===== src/core/psm_map.svh =====
// constants for the parallel slave port: clock period, widths, timing
// assumes a 20 MHz core clock
`ifndef PSM_MAP_SVH
`define PSM_MAP_SVH
`define PSM_CLK_NS 50
// read access time before data is valid, in ns
`define PSM_ACCESS_NS 150
`define PSM_ACCESS_CYC ((`PSM_ACCESS_NS + `PSM_CLK_NS - 1) / `PSM_CLK_NS)
`define PSM_ADDR_W 15
`define PSM_DATA_W 16
`endif


===== src/core/psm_pkg.sv =====
// types for the parallel slave port
// assumes psm_map.svh for numeric constants
package psm_pkg;
  typedef enum logic [4:0] {
    PSM_IDLE = 5'h01,
    PSM_E8 = 5'h02,
    PSM_W16 = 5'h04,
    PSM_B16 = 5'h08,
    PSM_LAT8 = 5'h10
  } psm_mode_e;
endpackage : psm_pkg


===== src/core/psm_port.sv =====
// parallel slave port: strap-selected 8/16-bit bus front end
// assumes host pins are asynchronous; internal memory on the user side
// How it works
// - direction high reads, low writes, during enable
// - enable mode floats unless select, enable, direction high
// - enable drives read data, undefined until access time
// - strobe mode drives sixteen lines while select, read
// - 16-bit reads always return whole word
// - low/high write strobes store their byte lane
// - byte-select: direction picks, lane select performs
// - byte-select floats unless select, direction, lane high
// - lane selects store lower or upper byte
// - latch mode: lines 8-14 are address-only inputs
// - latch strobe captures full address
// - latch mode drives low byte only on read
// - repeated strobes reuse the latched address
// - latched address held until reset or relatch
`include "psm_map.svh"
module psm_port #(
  parameter int AW = `PSM_ADDR_W,
  parameter int DW = `PSM_DATA_W
) (
  input wire logic clk,
  input wire logic rst,
  input wire logic bus_mode_strap_0,
  input wire logic bus_mode_strap_1,
  input wire logic bus_mode_strap_2,
  input wire logic bus_mode_strap_3,
  input wire logic bus_mode_strap_4,
  input wire logic small_package,
  input wire logic chip_select,
  input wire logic rd_strobe,
  input wire logic rw_select,
  input wire logic low_byte_write_strobe,
  input wire logic high_byte_write_strobe,
  input wire logic address_latch_strobe,
  input wire logic [AW-1:0] addr_in,
  input wire logic [DW-1:0] ad_in,
  output logic [DW-1:0] ad_out,
  output logic [DW-1:0] ad_oe,
  output logic [AW-1:0] mem_addr,
  output logic mem_rd,
  input wire logic [DW-1:0] mem_rdata,
  output logic mem_wr,
  output logic [1:0] mem_wr_be,
  output logic [DW-1:0] mem_wdata,
  output logic [4:0] active_mode
);
  localparam int ACC = `PSM_ACCESS_CYC;
  // ****************************************************
  // synchronisers
  // ****************************************************
  logic [5:0] ctl_s;
  logic [DW-1:0] ad_s;
  logic [AW-1:0] a_s;
  psm_sync #(.W(6)) u_sync_ctl (
    .clk(clk),
    .rst(rst),
    .d({chip_select, rd_strobe, rw_select, low_byte_write_strobe,
        high_byte_write_strobe, address_latch_strobe}),
    .q(ctl_s)
  );
  psm_sync #(.W(DW)) u_sync_ad (.clk(clk), .rst(rst), .d(ad_in), .q(ad_s));
  psm_sync #(.W(AW)) u_sync_a (.clk(clk), .rst(rst), .d(addr_in), .q(a_s));
  logic cs_s, rd_s, rw_s, wl_s, wh_s, al_s;
  assign {cs_s, rd_s, rw_s, wl_s, wh_s, al_s} = ctl_s;
  // ****************************************************
  // mode straps, caught after reset release
  // ****************************************************
  psm_pkg::psm_mode_e mode_ff, nxt_mode;
  logic [4:0] strap_s;
  psm_sync #(.W(5)) u_sync_strap (
    .clk(clk),
    .rst(rst),
    .d({bus_mode_strap_4, bus_mode_strap_3, bus_mode_strap_2,
        bus_mode_strap_1, bus_mode_strap_0}),
    .q(strap_s)
  );
  logic small_s;
  psm_sync #(.W(1)) u_sync_pkg (.clk(clk), .rst(rst), .d(small_package), .q(small_s));
  always_comb begin
    nxt_mode = mode_ff;
    if (mode_ff == psm_pkg::PSM_IDLE) begin
      if (small_s) begin
        // other small-package modes are outside this block
        if (!strap_s[0]) nxt_mode = psm_pkg::PSM_LAT8;
      end else if (!strap_s[2] && !strap_s[3] && strap_s[4]) begin
        nxt_mode = psm_pkg::PSM_E8;
      end else if (strap_s[2] && !strap_s[3] && !strap_s[4]) begin
        nxt_mode = psm_pkg::PSM_W16;
      end else if (strap_s[2] && !strap_s[3] && strap_s[4]) begin
        nxt_mode = psm_pkg::PSM_B16;
      end else if (!strap_s[1] && !strap_s[2] && strap_s[3]) begin
        nxt_mode = psm_pkg::PSM_LAT8;
      end
    end
  end
  // ****************************************************
  // strobe decode per mode
  // ****************************************************
  logic rd_act, wr_act;
  logic [1:0] wr_lanes;
  always_comb begin
    rd_act = 1'b0;
    wr_act = 1'b0;
    wr_lanes = 2'b00;
    case (mode_ff)
      psm_pkg::PSM_E8: begin
        // the enable strobe reuses the read pin, direction on rw_select
        rd_act = cs_s && rd_s && rw_s;
        wr_act = cs_s && rd_s && !rw_s;
        wr_lanes = 2'b01;
      end
      psm_pkg::PSM_W16: begin
        rd_act = cs_s && rd_s;
        wr_act = cs_s && (wl_s || wh_s);
        wr_lanes = {wh_s, wl_s};
      end
      psm_pkg::PSM_B16: begin
        // lane selects arrive on the write strobe pins
        rd_act = cs_s && rw_s && (wl_s || wh_s);
        wr_act = cs_s && !rw_s && (wl_s || wh_s);
        wr_lanes = {wh_s, wl_s};
      end
      psm_pkg::PSM_LAT8: begin
        rd_act = cs_s && rd_s;
        wr_act = cs_s && wl_s;
        wr_lanes = 2'b01;
      end
      default: begin
        rd_act = 1'b0;
      end
    endcase
  end
  // ****************************************************
  // address latch, read timing, write commit
  // ****************************************************
  logic [AW-1:0] lat_ff, nxt_lat;
  logic al_prev_ff, nxt_al_prev;
  logic wr_prev_ff, nxt_wr_prev;
  logic [1:0] lanes_ff, nxt_lanes;
  logic [DW-1:0] wdat_ff, nxt_wdat;
  logic [3:0] acc_ff, nxt_acc;
  logic [DW-1:0] rdat_ff, nxt_rdat;
  logic [DW-1:0] oe_ff, nxt_oe;
  logic mwr_ff, nxt_mwr;
  logic lat_mode;
  assign lat_mode = (mode_ff == psm_pkg::PSM_LAT8);
  always_comb begin
    nxt_lat = lat_ff;
    nxt_al_prev = cs_s && al_s;
    // capture on falling edge of the latch strobe; held otherwise
    if (lat_mode && al_prev_ff && !al_s) begin
      nxt_lat = {ad_s[AW-1:8], ad_s[7:0]};
    end
    nxt_wr_prev = wr_act;
    nxt_lanes = wr_act ? (lanes_ff | wr_lanes) : 2'b00;
    // data sampled while strobe high, committed when it falls
    nxt_wdat = wr_act ? ad_s : wdat_ff;
    nxt_mwr = wr_prev_ff && !wr_act;
    nxt_acc = rd_act ? ((acc_ff < 4'(ACC)) ? acc_ff + 4'h1 : acc_ff) : 4'h0;
    // low byte only for 8-bit modes; whole word for 16-bit ones
    nxt_oe = '0;
    if (rd_act) begin
      nxt_oe = (mode_ff == psm_pkg::PSM_W16 || mode_ff == psm_pkg::PSM_B16) ?
               {DW{1'b1}} : {{(DW-8){1'b0}}, 8'hFF};
    end
    // undefined (zero) until access time, then memory word
    nxt_rdat = (rd_act && acc_ff >= 4'(ACC - 1)) ? mem_rdata : '0;
  end
  always_ff @(posedge clk) begin
    if (rst) begin
      mode_ff <= psm_pkg::PSM_IDLE;
      lat_ff <= '0;
      al_prev_ff <= 1'b0;
      wr_prev_ff <= 1'b0;
      lanes_ff <= 2'b00;
      wdat_ff <= '0;
      acc_ff <= 4'h0;
      rdat_ff <= '0;
      oe_ff <= '0;
      mwr_ff <= 1'b0;
    end else begin
      mode_ff <= nxt_mode;
      lat_ff <= nxt_lat;
      al_prev_ff <= nxt_al_prev;
      wr_prev_ff <= nxt_wr_prev;
      lanes_ff <= nxt_lanes;
      wdat_ff <= nxt_wdat;
      acc_ff <= nxt_acc;
      rdat_ff <= nxt_rdat;
      oe_ff <= nxt_oe;
      mwr_ff <= nxt_mwr;
    end
  end
  logic [1:0] be_ff, nxt_be;
  always_comb begin
    nxt_be = (wr_prev_ff && !wr_act) ? lanes_ff : 2'b00;
  end
  always_ff @(posedge clk) begin
    if (rst) be_ff <= 2'b00;
    else be_ff <= nxt_be;
  end
  // 8-bit modes put the write byte on the low lane
  assign mem_addr = lat_mode ? lat_ff : a_s;
  assign mem_rd = rd_act;
  assign mem_wr = mwr_ff;
  assign mem_wr_be = be_ff;
  assign mem_wdata = wdat_ff;
  assign ad_out = rdat_ff;
  assign ad_oe = oe_ff;
  assign active_mode = mode_ff;
endmodule : psm_port


===== src/core/psm_sync.sv =====
// two-flop synchroniser, one per bit
// assumes inputs are asynchronous to clk
module psm_sync #(
  parameter int W = 1
) (
  input wire logic clk,
  input wire logic rst,
  input wire logic [W-1:0] d,
  output logic [W-1:0] q
);
  logic [W-1:0] meta_ff;
  logic [W-1:0] q_ff;
  logic [W-1:0] nxt_meta;
  logic [W-1:0] nxt_q;
  always_comb begin
    nxt_meta = d;
    nxt_q = meta_ff;
  end
  always_ff @(posedge clk) begin
    if (rst) begin
      meta_ff <= '0;
      q_ff <= '0;
    end else begin
      meta_ff <= nxt_meta;
      q_ff <= nxt_q;
    end
  end
  assign q = q_ff;
endmodule : psm_sync


===== config.mk =====
export PLATFORM = sky130hd
export DESIGN_NAME = psm_port
export DESIGN_NICKNAME = d
export VERILOG_FILES = /design/src/core/psm_pkg.sv /design/src/core/psm_port.sv /design/src/core/psm_sync.sv
export VERILOG_INCLUDE_DIRS = /design/src /design/src/core
export SDC_FILE = /design/constraint.sdc
export NUM_CORES = 1
export LEC_CHECK = 0
export BUFFER_PORTS_ARGS = -buffer_cell sky130_fd_sc_hd__buf_2
export CAP_MARGIN = 10
export CORE_UTILIZATION = 45
export DETAILED_ROUTE_END_ITERATION = 7
export HOLD_SLACK_MARGIN = 0.05
export PLACE_DENSITY = 0.74
export SYNTH_ARGS = -nofsm -noshare
export SYNTH_HDL_FRONTEND = slang
export SYNTH_SLANG_ARGS = --single-unit

===== constraint.sdc =====
create_clock -name clk -period 2.2 [get_ports clk]
set_clock_uncertainty 0.2 [all_clocks]
set_input_delay 0.22 -clock clk [delete_from_list [all_inputs] [get_ports clk]]
set_output_delay 0.22 -clock clk [all_outputs]
set_load 0.02 [all_outputs]

==> impl_summary.txt <==
----------------------------------------------------
[Clock tree]
  Buffer depth of the longest clock path ... 2
  Clock slew seen by the registers of the worst setup and hold paths ... 0.06 ns
  Root cell of the clock tree ... clkbuf_8
  Sinks on Clock Net ... 151
  Worst skew pair latency ... 0.52 ns
  TritonCTS clock tree ... yes
  Number of buffers created by CTS ... 17
  H-tree depth reported by CTS ... 4

[Timing]
  Final worst path period share ... 103%
  Count of endpoints failing setup in the final report ... 16
  Transition time of the tightest slew-check pin ... 0.550 ns
  Setup TNS ... -0.671 ns
  Final Hold Slack ... 0.233 ns
  Final hold violation count ... 0
  Max Clk Rate ... 442 MHz
  Final critical-path required period ... 2.26 ns
  Setup repair after global routing missed its margin ... true
  Pins over their slew limit ... 0
  Rel. slew slack ... 63.0%
  Post-route worst setup slack ... -0.0627 ns

[Drt]
  DR vias/cell ... 4.50
  Via count ... 3619
  Number of detailed-routing iterations run before antenna repair ... 4
  Total detailed-routing wirelength ... 10.3 mm
  DRC marker count from the first detailed-route iteration ... 145
  Routed wire length per instance ... 12.8 um
  Remaining number of nets flagged by the antenna check after routing ... 0
  Remaining DRCs ... 0

[Status]
  Failing checks ... negative setup slack
  Run status ... finished with violations

[Logic synthesis]
  Main area contributors after synthesis ... dfxtp_1 60%, nor2b_1 11%, nand2b_1 4.1%, mux2_2 3.3%, mux2i_1 3.2%
  Post-synth EDFFs ... 0
  Syn nets ... 528
  Average size of a mapped cell ... 10.9 um2
  Largest area contributor in the synthesized netlist ... dfxtp_1
  Synth top cells by count ... 151 x dfxtp_1, 86 x nor2b_1, 36 x nand2_1, 33 x nand2b_1
  Area fraction of the dominant cell type after synthesis ... 59.7%
  Fraction of the yosys area taken by sequential cells ... 59.7%
  Commonest register cell after synthesis ... dfxtp_1
  Number of storage elements in the synthesis netlist ... 151
  Number of warnings reported in the yosys synthesis log ... 0
  Most used standard cell by instance count after synthesis ... dfxtp_1
  Synth cell types ... 39
  Post-synthesis instance area ... 5070 um2
  Async set-or-reset flop fraction in the synthesized netlist ... 0%
  Post-synthesis instance total ... 465

[Floorplan]
  Area of the die ... 11700 um2
  Die width ... 108 um
  I/O pin cnt ... 133
  Initial standard-cell utilization of the core ... 46.5%
  Standard-cell rows ... 38
  Die Y-Extent ... 108 um
  Core region area ... 10900 um2

[Placement]
  Port-buffer cells ... 132
  Setup slack at placement ... 0.0833 ns
  Detail Placement HPWL ... 6.22 mm
  Cell Area, Placed ... 5740 um2
  Routability cong. ... 0.753

[Cells and area]
  Layout cells sized above 1 ... 30.6%
  Layout-stage area growth over the synthesis result ... 39.3%
  NumNets Final ... 715
  Cell area after layout ... 7060 um2
  Antenna diode count ... 0

[GRT]
  Antenna violations before repair ... 0
  Grt total ovfl ... 0
  GRT Overall Usage ... 18.8%
  Global-route wire length before repair ... 16.6 mm
  Maximum number of pins on one net before global-route repair ... 58
  Number of global-route vias before repair ... 3527

[Worst setup path]
  Start of the worst register-to-register path ... active_mode[3]
  Maximum cell stage delay along the critical path ... 0.36 ns
  Slowest cell on crit path ... dfxtp_4
  WP buf/inv ... 2
  Critical setup path kind ... reg2out
  Largest delay contributor family on the critical path ... flip-flops
  Worst setup path start ... active_mode[3]
  Minimum setup slack among reg-to-reg paths ... 0.09 ns
  Category of the worst setup path launch point ... flop
  Max FO, Critical Path ... 10
  CP Capture Type ... primary output
  Worst flop-to-flop path endpoint ... ad_out[3]
  Critical path cell sequence ... nor3_4 -> nand3b_4 -> buf_8 -> mux2_2 -> buf_4
  Arrival time at the worst endpoint ... 1.84 ns
  Logic depth of the worst register-to-register path ... 7
  WP data required ... 1.78 ns

[Power and ir drop]
  Power density over the cells ... 859 nW/um2
  Worst ir drop on vdd ... 0.000654 V
  Leakage component of the power ... 3.21 nW
  Overall power after layout ... 6.06 mW

[Hold path]
  Hold Crit Class ... reg2reg
  Worst hold path stage count ... 1
  Worst-case hold path end point ... u_sync_a.q[0]
  Startpoint of the most critical hold path ... u_sync_a.meta_ff[0]

[Flow run]
  Max_cap viols ... 0

----------------------------------------------------
==> sequential cells by signal (all words and copies together) (netlist names), 6 cells and up <==
register,flops
u_sync_ad.q,16
mem_wdata,16
u_sync_ctl.meta_ff,6
u_sync_a.meta_ff,15
u_sync_ad.meta_ff,16
u_sync_ctl.q,6
ad_out,16
u_sync_a.q,15
lat_ff,15
==> worst max-delay path by stage <==
stage / to / cells after the start
after detailed placement: ad_out[5] / 5
after CTS: mem_addr[14] / 5
after global placement: ad_out[13] / 5
after floorplan: mem_wr / 6
final: mem_addr[14] / 5
after global routing: mem_rd / 6
==> per-stage QoR <==
step | utilization [%] | std cells
after global placement | 52.8 | 705
after CTS | 64.3 | 801
after floorplan | - | 465
final | 64.8 | 804
after detailed placement | 52.8 | 705
after global routing | 64.8 | 804
==> placed cells by master (no fill, tap or decap), types with 3 or more instances in the layout <==
cell type	netlist	layout
nand2_1	36	36
and2_1	21	21
clkbuf_16	0	16
nor2b_1	86	86
clkinvlp_4	0	6
dfxtp_1	151	146
inv_1	4	4
nor2_1	7	7
buf_6	2	4
mux2_2	15	15
bufinv_16	0	3
nor3_1	5	5
buf_4	14	16
dfxtp_4	0	3
dlygate4sd3_1	0	61
mux2i_1	16	16
buf_2	6	123
a21oi_1	21	21
nand2b_1	33	33
==> repair_timing <==
item | CTS | global route
cloned | 0 | 0
endpoints found under the setup margin | 16 | 16
gates resized for setup | 14 | 11
hold buffers | 61 | 0
endpoints found under the hold margin | 84 | 0
setup buffers | 4 | 3
pin swaps | 5 | 9
==> power by group <==
part	switching [mW]	total (mW)	internal [mW]
Sequential	0.0397	2.86	2.82
Clock	1.09	2.83	1.75
Combinational	0.150	0.377	0.226
==> layout make-up <==
class                           instances  area, um2
Fill cell                             800       3830
Sequential cell                       151       3040
Multi-Input combinational cell        272       1820
Timing Repair Buffer                  206       1430
Clock buffer                           19        432
Tap cell                              140        175
Clock inverter                         12        154
Inverter                                4       15.0
==> logic make-up (layout without fill, tap and decap cells) <==
kind of cell | count (synthesis) | in the layout | share of synthesized area (%)
flip-flops | 151 | 151 | 59.7
multiplexers | 31 | 31 | 6.50
AO/OA/AOI/OAI | 31 | 31 | 3.85
adder cells (fa/ha/maj) | 2 | 2 | 0.494
AND/OR/NAND/NOR | 205 | 205 | 24.4
buffers and inverters | 42 | 241 | 4.59
XOR/XNOR | 3 | 3 | 0.519
==> worst reg2reg max path, stage by stage, from the launching register on <==
cell and delay (ns):
dfxtp_4 0.37, buf_4 0.15, nand2b_1 0.09, nor4_4 0.31, o21ai_2 0.13, buf_4 0.15, a211oi_4 0.44, and2_1 0.21
==> per-layer routing <==
layer  share of wire, %  vias to the layer above  GRT usage, %
met1                 44                     1632          21.7
met4                2.6                        0          9.98
met2                 48                      115          31.8
li1                   -                     1847             -
met3                5.4                       25          5.00
met5                  0                        -             0
Power figures use the tool's default switching activity.
